`config.mk`:
```
export PLATFORM = sky130hd
export DESIGN_NAME = sdc_front
export DESIGN_NICKNAME = d
export VERILOG_FILES = /design/src/hdl/sdc_pkg.sv /design/src/hdl/sdc_front.sv
export SDC_FILE = /design/constraint.sdc
export NUM_CORES = 1
export LEC_CHECK = 0
export BUFFER_PORTS_ARGS = -buffer_cell sky130_fd_sc_hd__buf_4
export CAP_MARGIN = 20
export CELL_PAD_IN_SITES_DETAIL_PLACEMENT = 1
export CELL_PAD_IN_SITES_GLOBAL_PLACEMENT = 2
export CORE_MARGIN = 3
export CORE_UTILIZATION = 35
export CTS_CLUSTER_SIZE = 28
export DETAILED_ROUTE_END_ITERATION = 10
export GPL_TIMING_DRIVEN = 0
export PLACE_DENSITY_LB_ADDON = 0.1
export SETUP_SLACK_MARGIN = 0.02
export SYNTH_ARGS = -nofsm -noshare
export SYNTH_HDL_FRONTEND = slang
export SYNTH_SLANG_ARGS = --single-unit
```
`constraint.sdc`:
```
create_clock -name clk -period 8.08 [get_ports clk]
set_input_delay 0 -clock clk [delete_from_list [all_inputs] [get_ports clk]]
set_output_delay 0 -clock clk [all_outputs]
set_load 0.05 [all_outputs]
```
`src/hdl/sdc_pkg.sv`:
```
// Purpose: Shared constants and types for the SDRAM command front end.
// Assumes: One 20 MHz clock, asynchronous active-high reset.
// Notes:   Mode word layout is the conventional burst/latency layout.
package sdc_pkg;

  localparam int ROW_W  = 11;
  localparam int COL_W  = 8;
  localparam int BANK_W = 2;
  localparam int DATA_W = 32;
  localparam int MASK_W = 4;
  localparam int MODE_W = 11;

  // Mode word field positions and reset value.
  localparam int BL_LSB      = 0;
  localparam int BT_BIT      = 3;
  localparam int CL_LSB      = 4;
  localparam logic [10:0] MODE_RESET = 11'h020;
  localparam logic [2:0]  BL_FULL    = 3'h7;
  localparam int MASK_LAT = 2;

  // Command code is {cs_n, ras_n, cas_n, we_n}.
  localparam logic [3:0] CMD_ACT  = 4'h3;
  localparam logic [3:0] CMD_PRE  = 4'h2;
  localparam logic [3:0] CMD_RD   = 4'h5;
  localparam logic [3:0] CMD_WR   = 4'h4;
  localparam logic [3:0] CMD_MRS  = 4'h0;
  localparam logic [3:0] CMD_REF  = 4'h1;
  localparam logic [3:0] CMD_STOP = 4'h6;

  typedef struct packed {
    logic              cs_n;
    logic              ras_n;
    logic              cas_n;
    logic              we_n;
    logic [BANK_W-1:0] bank_select_bits;
    logic [ROW_W-1:0]  addr;
  } sdc_cmd_type;

  typedef enum logic [1:0] {
    ST_RUN   = 2'b00,
    ST_PDOWN = 2'b01,
    ST_SREF  = 2'b10
  } sdc_pwr_type;

endpackage : sdc_pkg

```
`src/hdl/sdc_front.sv`:
```
// Purpose: Command, address and clock-gating front end of a 4-bank SDRAM.
// Assumes: All inputs except the asynchronous reset are synchronous to clk.
// Notes:   Produces decoded strobes and burst addresses for the array core.
`timescale 1ns/10ps
module sdc_front
  import sdc_pkg::*;
#(
  parameter int ROWS = 2048,
  parameter int COLS = 256
) (
  // Clock and reset.
  input  wire logic              clk,
  input  wire logic              rst,
  // Command bus from the controller.
  input  wire sdc_cmd_type       cmd_in,
  input  wire logic              cke,
  input  wire logic [MASK_W-1:0] byte_mask,
  // Data from the array core and to it.
  input  wire logic [DATA_W-1:0] core_rdata,
  input  wire logic [DATA_W-1:0] data_io_in,
  output      logic [DATA_W-1:0] data_io_out,
  output      logic [MASK_W-1:0] data_io_oe_n,
  output      logic              core_we,
  output      logic [MASK_W-1:0] core_lane_we,
  output      logic [DATA_W-1:0] core_wdata,
  output      logic [BANK_W-1:0] core_bank,
  output      logic [ROW_W-1:0]  core_row,
  output      logic [COL_W-1:0]  core_col,
  // Status.
  output      logic [3:0]        bank_open,
  output      logic [MODE_W-1:0] mode_word,
  output      logic              in_pdown,
  output      logic              in_sref,
  output      logic              auto_pre_start
);

  ////////////////////////////////////////////////////////////////////////////
  // Command decode on the sampled bus.
  logic [3:0] cmd_code;
  logic       cke_prev;
  logic       live;
  sdc_pwr_type pwr, next_pwr;
  assign cmd_code = {cmd_in.cs_n, cmd_in.ras_n,
                     cmd_in.cas_n, cmd_in.we_n};
  // Low power stops decoding; a deselect collapses into no operation.
  assign live = cke_prev && !cmd_in.cs_n && (pwr == ST_RUN);

  ////////////////////////////////////////////////////////////////////////////
  // Power state, bank state, mode word and burst tracking.
  logic [3:0]        next_bank_open;
  logic [ROW_W-1:0]  row_reg [4];
  logic [ROW_W-1:0]  next_row_reg [4];
  logic [MODE_W-1:0] next_mode_word;
  logic              bursting, next_bursting;
  logic              is_write, next_is_write;
  logic              ap_pend, next_ap_pend;
  logic [BANK_W-1:0] bank_q, next_bank_q;
  logic [COL_W-1:0]  start_col, next_start_col;
  logic [COL_W-1:0]  cnt, next_cnt;
  logic [COL_W:0]    left, next_left;
  logic              next_auto_pre;
  logic              next_cke_prev;
  logic [COL_W:0]    blen;

  // Burst length in words from the mode word; full page is one row.
  always_comb begin
    case (mode_word[BL_LSB +: 3])
      3'h0:    blen = 9'h001;
      3'h1:    blen = 9'h002;
      3'h2:    blen = 9'h004;
      3'h3:    blen = 9'h008;
      default: blen = 9'h100;
    endcase
  end

  always_comb begin
    next_pwr       = pwr;
    next_bank_open = bank_open;
    next_row_reg   = row_reg;
    next_mode_word = mode_word;
    next_bursting  = bursting;
    next_is_write  = is_write;
    next_ap_pend   = ap_pend;
    next_bank_q    = bank_q;
    next_start_col = start_col;
    next_cnt       = cnt;
    next_left      = left;
    next_auto_pre  = 1'b0;
    next_cke_prev  = cke;
    case (pwr)
      ST_RUN: begin
        if (!cke && cke_prev && bank_open == 4'h0 && !bursting) begin
          // Refresh code with enable falling enters self refresh.
          if (!cmd_in.cs_n && cmd_code == CMD_REF)
            next_pwr = ST_SREF;
          else
            next_pwr = ST_PDOWN;
        end
      end
      ST_PDOWN, ST_SREF: begin
        // Only clock enable is watched here.
        if (cke)
          next_pwr = ST_RUN;
      end
      default: next_pwr = ST_RUN;
    endcase
    // Burst steps on every unsuspended edge; a new command overrides it.
    if (cke_prev && bursting) begin
      next_cnt  = cnt + 8'h01;
      next_left = left - 9'h001;
      if (left == 9'h001 && mode_word[BL_LSB +: 3] != BL_FULL) begin
        next_bursting = 1'b0;
        if (ap_pend) begin
          next_auto_pre = 1'b1;
          next_bank_open[bank_q] = 1'b0;
          next_ap_pend = 1'b0;
        end
      end
    end
    if (live) begin
      case (cmd_code)
        CMD_ACT: begin
          next_bank_open[cmd_in.bank_select_bits] = 1'b1;
          next_row_reg[cmd_in.bank_select_bits] = cmd_in.addr;
        end
        CMD_PRE: begin
          if (cmd_in.addr[10])
            next_bank_open = 4'h0;
          else
            next_bank_open[cmd_in.bank_select_bits] = 1'b0;
        end
        CMD_RD, CMD_WR: begin
          // Column access to a closed bank is ignored.
          if (bank_open[cmd_in.bank_select_bits]) begin
            next_bursting  = 1'b1;
            next_is_write  = (cmd_code == CMD_WR);
            next_ap_pend   = cmd_in.addr[10];
            next_bank_q    = cmd_in.bank_select_bits;
            next_start_col = cmd_in.addr[COL_W-1:0];
            next_cnt       = 8'h00;
            next_left      = blen;
          end
        end
        CMD_MRS: begin
          if (bank_open == 4'h0)
            next_mode_word = cmd_in.addr;
        end
        CMD_STOP: begin
          next_bursting = 1'b0;
          next_ap_pend  = 1'b0;
        end
        default: ;
      endcase
    end
  end

  always_ff @(posedge clk or posedge rst) begin
    if (rst) begin
      pwr            <= ST_RUN;
      bank_open      <= 4'h0;
      row_reg        <= '{default: '0};
      mode_word      <= MODE_RESET;
      bursting       <= 1'b0;
      is_write       <= 1'b0;
      ap_pend        <= 1'b0;
      bank_q         <= '0;
      start_col      <= '0;
      cnt            <= '0;
      left           <= '0;
      auto_pre_start <= 1'b0;
      cke_prev       <= 1'b1;
    end else begin
      pwr            <= next_pwr;
      bank_open      <= next_bank_open;
      row_reg        <= next_row_reg;
      mode_word      <= next_mode_word;
      bursting       <= next_bursting;
      is_write       <= next_is_write;
      ap_pend        <= next_ap_pend;
      bank_q         <= next_bank_q;
      start_col      <= next_start_col;
      cnt            <= next_cnt;
      left           <= next_left;
      auto_pre_start <= next_auto_pre;
      cke_prev       <= next_cke_prev;
    end
  end

  ////////////////////////////////////////////////////////////////////////////
  // Column address: linear adds, interleaved XORs the low bits.
  logic [COL_W-1:0] col_now;
  logic [2:0]       wrap_mask;
  always_comb begin
    case (mode_word[BL_LSB +: 3])
      3'h1:    wrap_mask = 3'h1;
      3'h2:    wrap_mask = 3'h3;
      3'h3:    wrap_mask = 3'h7;
      default: wrap_mask = 3'h0;
    endcase
    if (mode_word[BL_LSB +: 3] == BL_FULL)
      col_now = start_col + cnt;
    else if (mode_word[BT_BIT])
      col_now = {start_col[COL_W-1:3],
                 start_col[2:0] ^ (cnt[2:0] & wrap_mask)};
    else
      col_now = {start_col[COL_W-1:3], (start_col[2:0] & ~wrap_mask) |
                 ((start_col[2:0] + cnt[2:0]) & wrap_mask)};
  end

  ////////////////////////////////////////////////////////////////////////////
  // Read pipeline: latency 2 or 3; mask delayed two cycles.
  logic [DATA_W-1:0] rd_pipe [3];
  logic [2:0]        rv_pipe, next_rv_pipe;
  logic [MASK_W-1:0] mask_pipe [MASK_LAT];
  logic [DATA_W-1:0] next_rd_pipe [3];
  logic [MASK_W-1:0] next_mask_pipe [MASK_LAT];
  logic              rd_hit;
  logic [DATA_W-1:0] next_dout;
  logic [MASK_W-1:0] next_oe_n, next_lane_we;
  logic [DATA_W-1:0] wdata_q;
  logic [COL_W-1:0]  next_col;

  always_comb begin
    rd_hit         = bursting && !is_write && cke_prev;
    next_rd_pipe   = rd_pipe;
    next_rv_pipe   = rv_pipe;
    next_mask_pipe = mask_pipe;
    next_dout      = data_io_out;
    next_oe_n      = data_io_oe_n;
    next_lane_we   = 4'h0;
    next_col       = core_col;
    if (cke_prev) begin
      // The column is held while suspended so no word is skipped.
      next_col = col_now;
      next_rd_pipe = '{core_rdata, rd_pipe[0], rd_pipe[1]};
      next_rv_pipe = {rv_pipe[1:0], rd_hit};
      next_mask_pipe = '{byte_mask, mask_pipe[0]};
      // Latency 3 reads one stage further down.
      if (mode_word[CL_LSB +: 3] == 3'h3) begin
        next_dout = rd_pipe[1];
        next_oe_n = rv_pipe[2] ? mask_pipe[MASK_LAT-1] : 4'hf;
      end else begin
        next_dout = rd_pipe[0];
        next_oe_n = rv_pipe[1] ? mask_pipe[MASK_LAT-1] : 4'hf;
      end
      // Write mask is sampled with the column; write data is the word of the previous edge, even a suspended one.
      if (bursting && is_write)
        next_lane_we = ~mask_pipe[0];
    end
  end

  always_ff @(posedge clk or posedge rst) begin
    if (rst) begin
      rd_pipe      <= '{default: '0};
      rv_pipe      <= 3'h0;
      mask_pipe    <= '{default: '0};
      data_io_out  <= '0;
      data_io_oe_n <= 4'hf;
      core_lane_we <= 4'h0;
      core_we      <= 1'b0;
      core_wdata   <= '0;
      wdata_q      <= '0;
      core_bank    <= '0;
      core_row     <= '0;
      core_col     <= '0;
      in_pdown     <= 1'b0;
      in_sref      <= 1'b0;
    end else begin
      rd_pipe      <= next_rd_pipe;
      rv_pipe      <= next_rv_pipe;
      mask_pipe    <= next_mask_pipe;
      data_io_out  <= next_dout;
      data_io_oe_n <= next_oe_n;
      core_lane_we <= next_lane_we;
      core_we      <= |next_lane_we;
      wdata_q      <= data_io_in;
      core_wdata   <= wdata_q;
      core_bank    <= bank_q;
      core_row     <= row_reg[bank_q];
      core_col     <= next_col;
      in_pdown     <= (next_pwr == ST_PDOWN);
      in_sref      <= (next_pwr == ST_SREF);
    end
  end

  ////////////////////////////////////////////////////////////////////////////
  // Checks. Full-page count covers COLS words; row store covers ROWS.
  property p_stop;
    @(posedge clk) disable iff (rst)
      (live && cmd_code == CMD_STOP) |=> !bursting;
  endproperty
  a_stop: assert property (p_stop) else $error("burst not stopped");

  property p_pall;
    @(posedge clk) disable iff (rst)
      (live && cmd_code == CMD_PRE && cmd_in.addr[10]) |=> bank_open == 4'h0;
  endproperty
  a_pall: assert property (p_pall) else $error("banks left open");

  property p_desel;
    @(posedge clk) disable iff (rst)
      (cmd_in.cs_n && !bursting) |=> $stable(bank_open) && $stable(mode_word);
  endproperty
  a_desel: assert property (p_desel) else $error("deselect acted");

  property p_freeze;
    @(posedge clk) disable iff (rst)
      (!cke_prev && pwr == ST_RUN) |=> $stable(cnt) && $stable(data_io_out);
  endproperty
  a_freeze: assert property (p_freeze) else $error("not frozen");

  property p_act;
    @(posedge clk) disable iff (rst)
      (live && cmd_code == CMD_ACT)
        |=> bank_open[$past(cmd_in.bank_select_bits)];
  endproperty
  a_act: assert property (p_act) else $error("bank not opened");

  property p_lp;
    @(posedge clk) disable iff (rst)
      (pwr != ST_RUN) |-> !live;
  endproperty
  a_lp: assert property (p_lp) else $error("decode in low power");

  property p_mrs;
    @(posedge clk) disable iff (rst)
      (live && cmd_code == CMD_MRS && bank_open == 4'h0)
        |=> mode_word == $past(cmd_in.addr);
  endproperty
  a_mrs: assert property (p_mrs) else $error("mode not loaded");

  property p_ap;
    @(posedge clk) disable iff (rst)
      auto_pre_start |-> !bank_open[bank_q];
  endproperty
  a_ap: assert property (p_ap) else $error("auto precharge missed");

  property p_size;
    @(posedge clk) disable iff (rst) 1'b1 |-> (ROWS == 2048 && COLS == 256);
  endproperty
  a_size: assert property (p_size) else $error("bank geometry");

endmodule : sdc_front

```
==> flow_summary_export.csv <==
group,metric,value,unit
layout,drive_above_1_share,36.5,%
sta,finalMaxSlewViolations,0,
floorplanning,start_util,36.0,%
synth,synth_nets,937,
worst_setup_path,crit_path_start_kind,"flip-flop",
placed_design,globalplace.congestion,0.765,
global_route,grt_max_degree,41,
clock_tree,cts_made_buffers,35,
floorplanning,io_pins,200,
clock_tree,clk_pin_slew,60,ps
sta,slew_headroom,46.1,%
layout,multi_input_area,3830,um^2
clock_tree,clockBufferDepth,3,
placed_design,hpwl,19500,um
routing,wire_per_inst,17.7,um
routing,dr.first_iter.drc_count,228,
synth,synth_edf_count,0,
sta,rsz0062_at_grt,"no",
layout,layout_commonest_cell,"dfrtp_1",
synth,synth_simple_gate_area_share,7.18,%
placed_design,io_buffers,197,
sta,worstMarginPinSlew,807,ps
layout,largest_reg_flops,64,
status,status,"completed",
synth,synth_area,11500,um^2
clock_tree,post_cts_buffers,0,
pwr,p_leak,7.37,nW
floorplanning,die_x,187,um
clock_tree,cts.sinks,296,
layout,antennaDiodeCount,0,
global_route,antenna_found_initial,0,
sta,max_freq,379,MHz
routing,vias,7741,
global_route,grt-ovfl-total,0,
layout,final_nets,1268,
global_route,grtUsageTotal,16.5,%
synth,async_reset_ff_share,100,%
hold_path,hold_class,"input port to flip-flop",
floorplanning,core.rowCount,65,
clock_tree,cts_tree,"built",
routing,drt_pass1_iterations,4,
synth,synthCells,836,
sta,setup-violations-final,0,
floorplanning,core,32000,um^2
synth,synth_mux_area_share,18.2,%
floorplanning,die-area,35100,um^2
job,max_cap_viol_count,0,
clock_tree,cts_hold_buf,89,
layout,area_growth,36.5,%
synth,synth_top_family_by_area,"multiplexers",
synth,synth_seq_cells,296,
clock_tree,cts-root-buf,"clkbuf_16",
synth,seq_area_frac_synth,64.4,%
sta,period_needed,2640,ps
worst_setup_path,endpoint_kind,"flip-flop",
routing,drc_errors,0,
synth,synth.avg_cell_area,13.8,um^2
clock_tree,clock_latency,510,ps
layout,ff_latch_area,7410,um^2
synth,synth_warnings,0,
synth,synthXorXnorAreaFrac,1.37,%
synth,synth_fa_ha_area_share,1.48,%
placed_design,placed_cells,1476,
floorplanning,die_y,187,um
global_route,grt_pass1_vias,8279,
routing,final_antenna_net_count,0,
synth,synthDistinctLibCells,53,
global_route,grt_pass1_wl,47000,um
synth,synth_compound_area_share,5.03,%
pwr,powerDensity,310,nW/um^2
sta,finalSetupTns,0,ps
layout,final_cells,1628,
clock_tree,cts_resized,0,
worst_setup_path,worst-endpoint-arrival,2990,ps
worst_setup_path,crit_type,"flip-flop to flip-flop",
routing,routed_wl,28800,um
worst_setup_path,cp.required,8430,ps
clock_tree,h-tree-depth,2,
sta,finalHoldViolations,0,
synth,synthFlopType,"dfrtp_1",
sta,post-route-period-util,32.6,%
worst_setup_path,r2r_slack,5440,ps
pwr,vdd_drop_max,0.000168,V
routing,post_drt_via_cell_ratio,4.75,
worst_setup_path,crit_fanout,10,
layout,final_cell_mix,"dfrtp_1 (290), buf_4 (200), mux2_2 (130)",
sta,final.setup_skew,15.4,ps
layout,fillers,3302,
==> path summary, 6_finish.rpt <==
kind,start,cells past startpoint,endpoint
min,data_io_in[5],2,wdata_q[5]
max in group asynchronous,rst,7,mode_word[5]
min reg2reg,wdata_q[22],0,core_wdata[22]
min in group asynchronous,rst,3,wdata_q[26]
max reg2reg,cke_prev,5,data_io_out[2]
max,cke_prev,5,data_io_out[2]
==> cells by family after synthesis <==
family,after synthesis
DFF,296
adders and majority gates,13
buffers and inverters,59
xor gates and xnor gates,18
and+or+nand+nor,172
muxes,178
AOI/OAI and AO/OA,100
==> cells in the mapped netlist, types with 3 or more instances <==
library cell / n / area (um^2)
dfrtp_1: 290 / 7260
mux2_2: 130 / 1460
nor2_1: 70 / 263
a21oi_1: 53 / 265
nand2_1: 40 / 150
mux2i_1: 35 / 350
inv_1: 17 / 63.8
buf_2: 16 / 80.1
clkbuf_1: 16 / 60.1
nand3_1: 15 / 75.1
ha_1: 12 / 150
mux4_2: 12 / 270
o21ai_0: 12 / 60.1
xor2_1: 10 / 87.6
nand4_1: 8 / 50.1
xnor2_1: 8 / 70.1
a31oi_1: 7 / 43.8
dfstp_2: 6 / 158
buf_1: 5 / 18.8
nor2b_1: 5 / 31.3
nor3_1: 5 / 25.0
and3_1: 4 / 25.0
o21a_1: 4 / 30.0
o21ai_1: 4 / 20.0
o31a_1: 4 / 35.0
and4_1: 3 / 26.3
buf_4: 3 / 22.5
nor4_1: 3 / 18.8
o22ai_1: 3 / 18.8
==> per-layer routing <==
metal  part of all wire, %  track usage, %  vias up
met5                     0               0        -
met4                   1.8            4.10        0
met3                   4.1            3.17       43
met2                    49            27.7      148
met1                    45            22.2     3963
li1                      -               -     3587
==> critical path, cell delays in order, from the launching register on <==
cell,delay [ps]
dfstp_2,510
buf_4,170
clkbuf_1,540
clkbuf_1,590
buf_1,510
a21oi_1,150
==> power breakdown <==
group          leakage (nW)  switching (W)  total (W)  internal [W]
logic                  3.24       0.000829    0.00137      0.000545
registers              3.58       0.000206    0.00196       0.00176
clock network         0.549       0.000615    0.00153      0.000913
total                  7.37        0.00165    0.00487       0.00322
==> area by class of cell <==
cell class / instances / area share [%]
plain buffers: 42 / 1.30
clock buffers: 47 / 6.18
clock inverters: 16 / 0.948
inverters: 17 / 0.430
well taps: 435 / 3.46
multi-input cells: 481 / 24.4
repair buffers: 294 / 16.1
flip-flops and latches: 296 / 47.2
==> stage by stage <==
step	worst slack [ps]	utilization, %	power [W]	cell area, um^2	hold slack, ps
after floorplan	4150	-	0.00289	11500	4.48
after global placement	2170	42.4	0.00331	13500	109
after detailed placement	5410	42.9	0.00334	13700	110
after CTS	5420	49.2	0.00494	15700	103
after global routing	5260	49.2	0.00514	15700	119
final	5440	49.2	0.00487	15700	133
(Power assumes the default switching activity.)
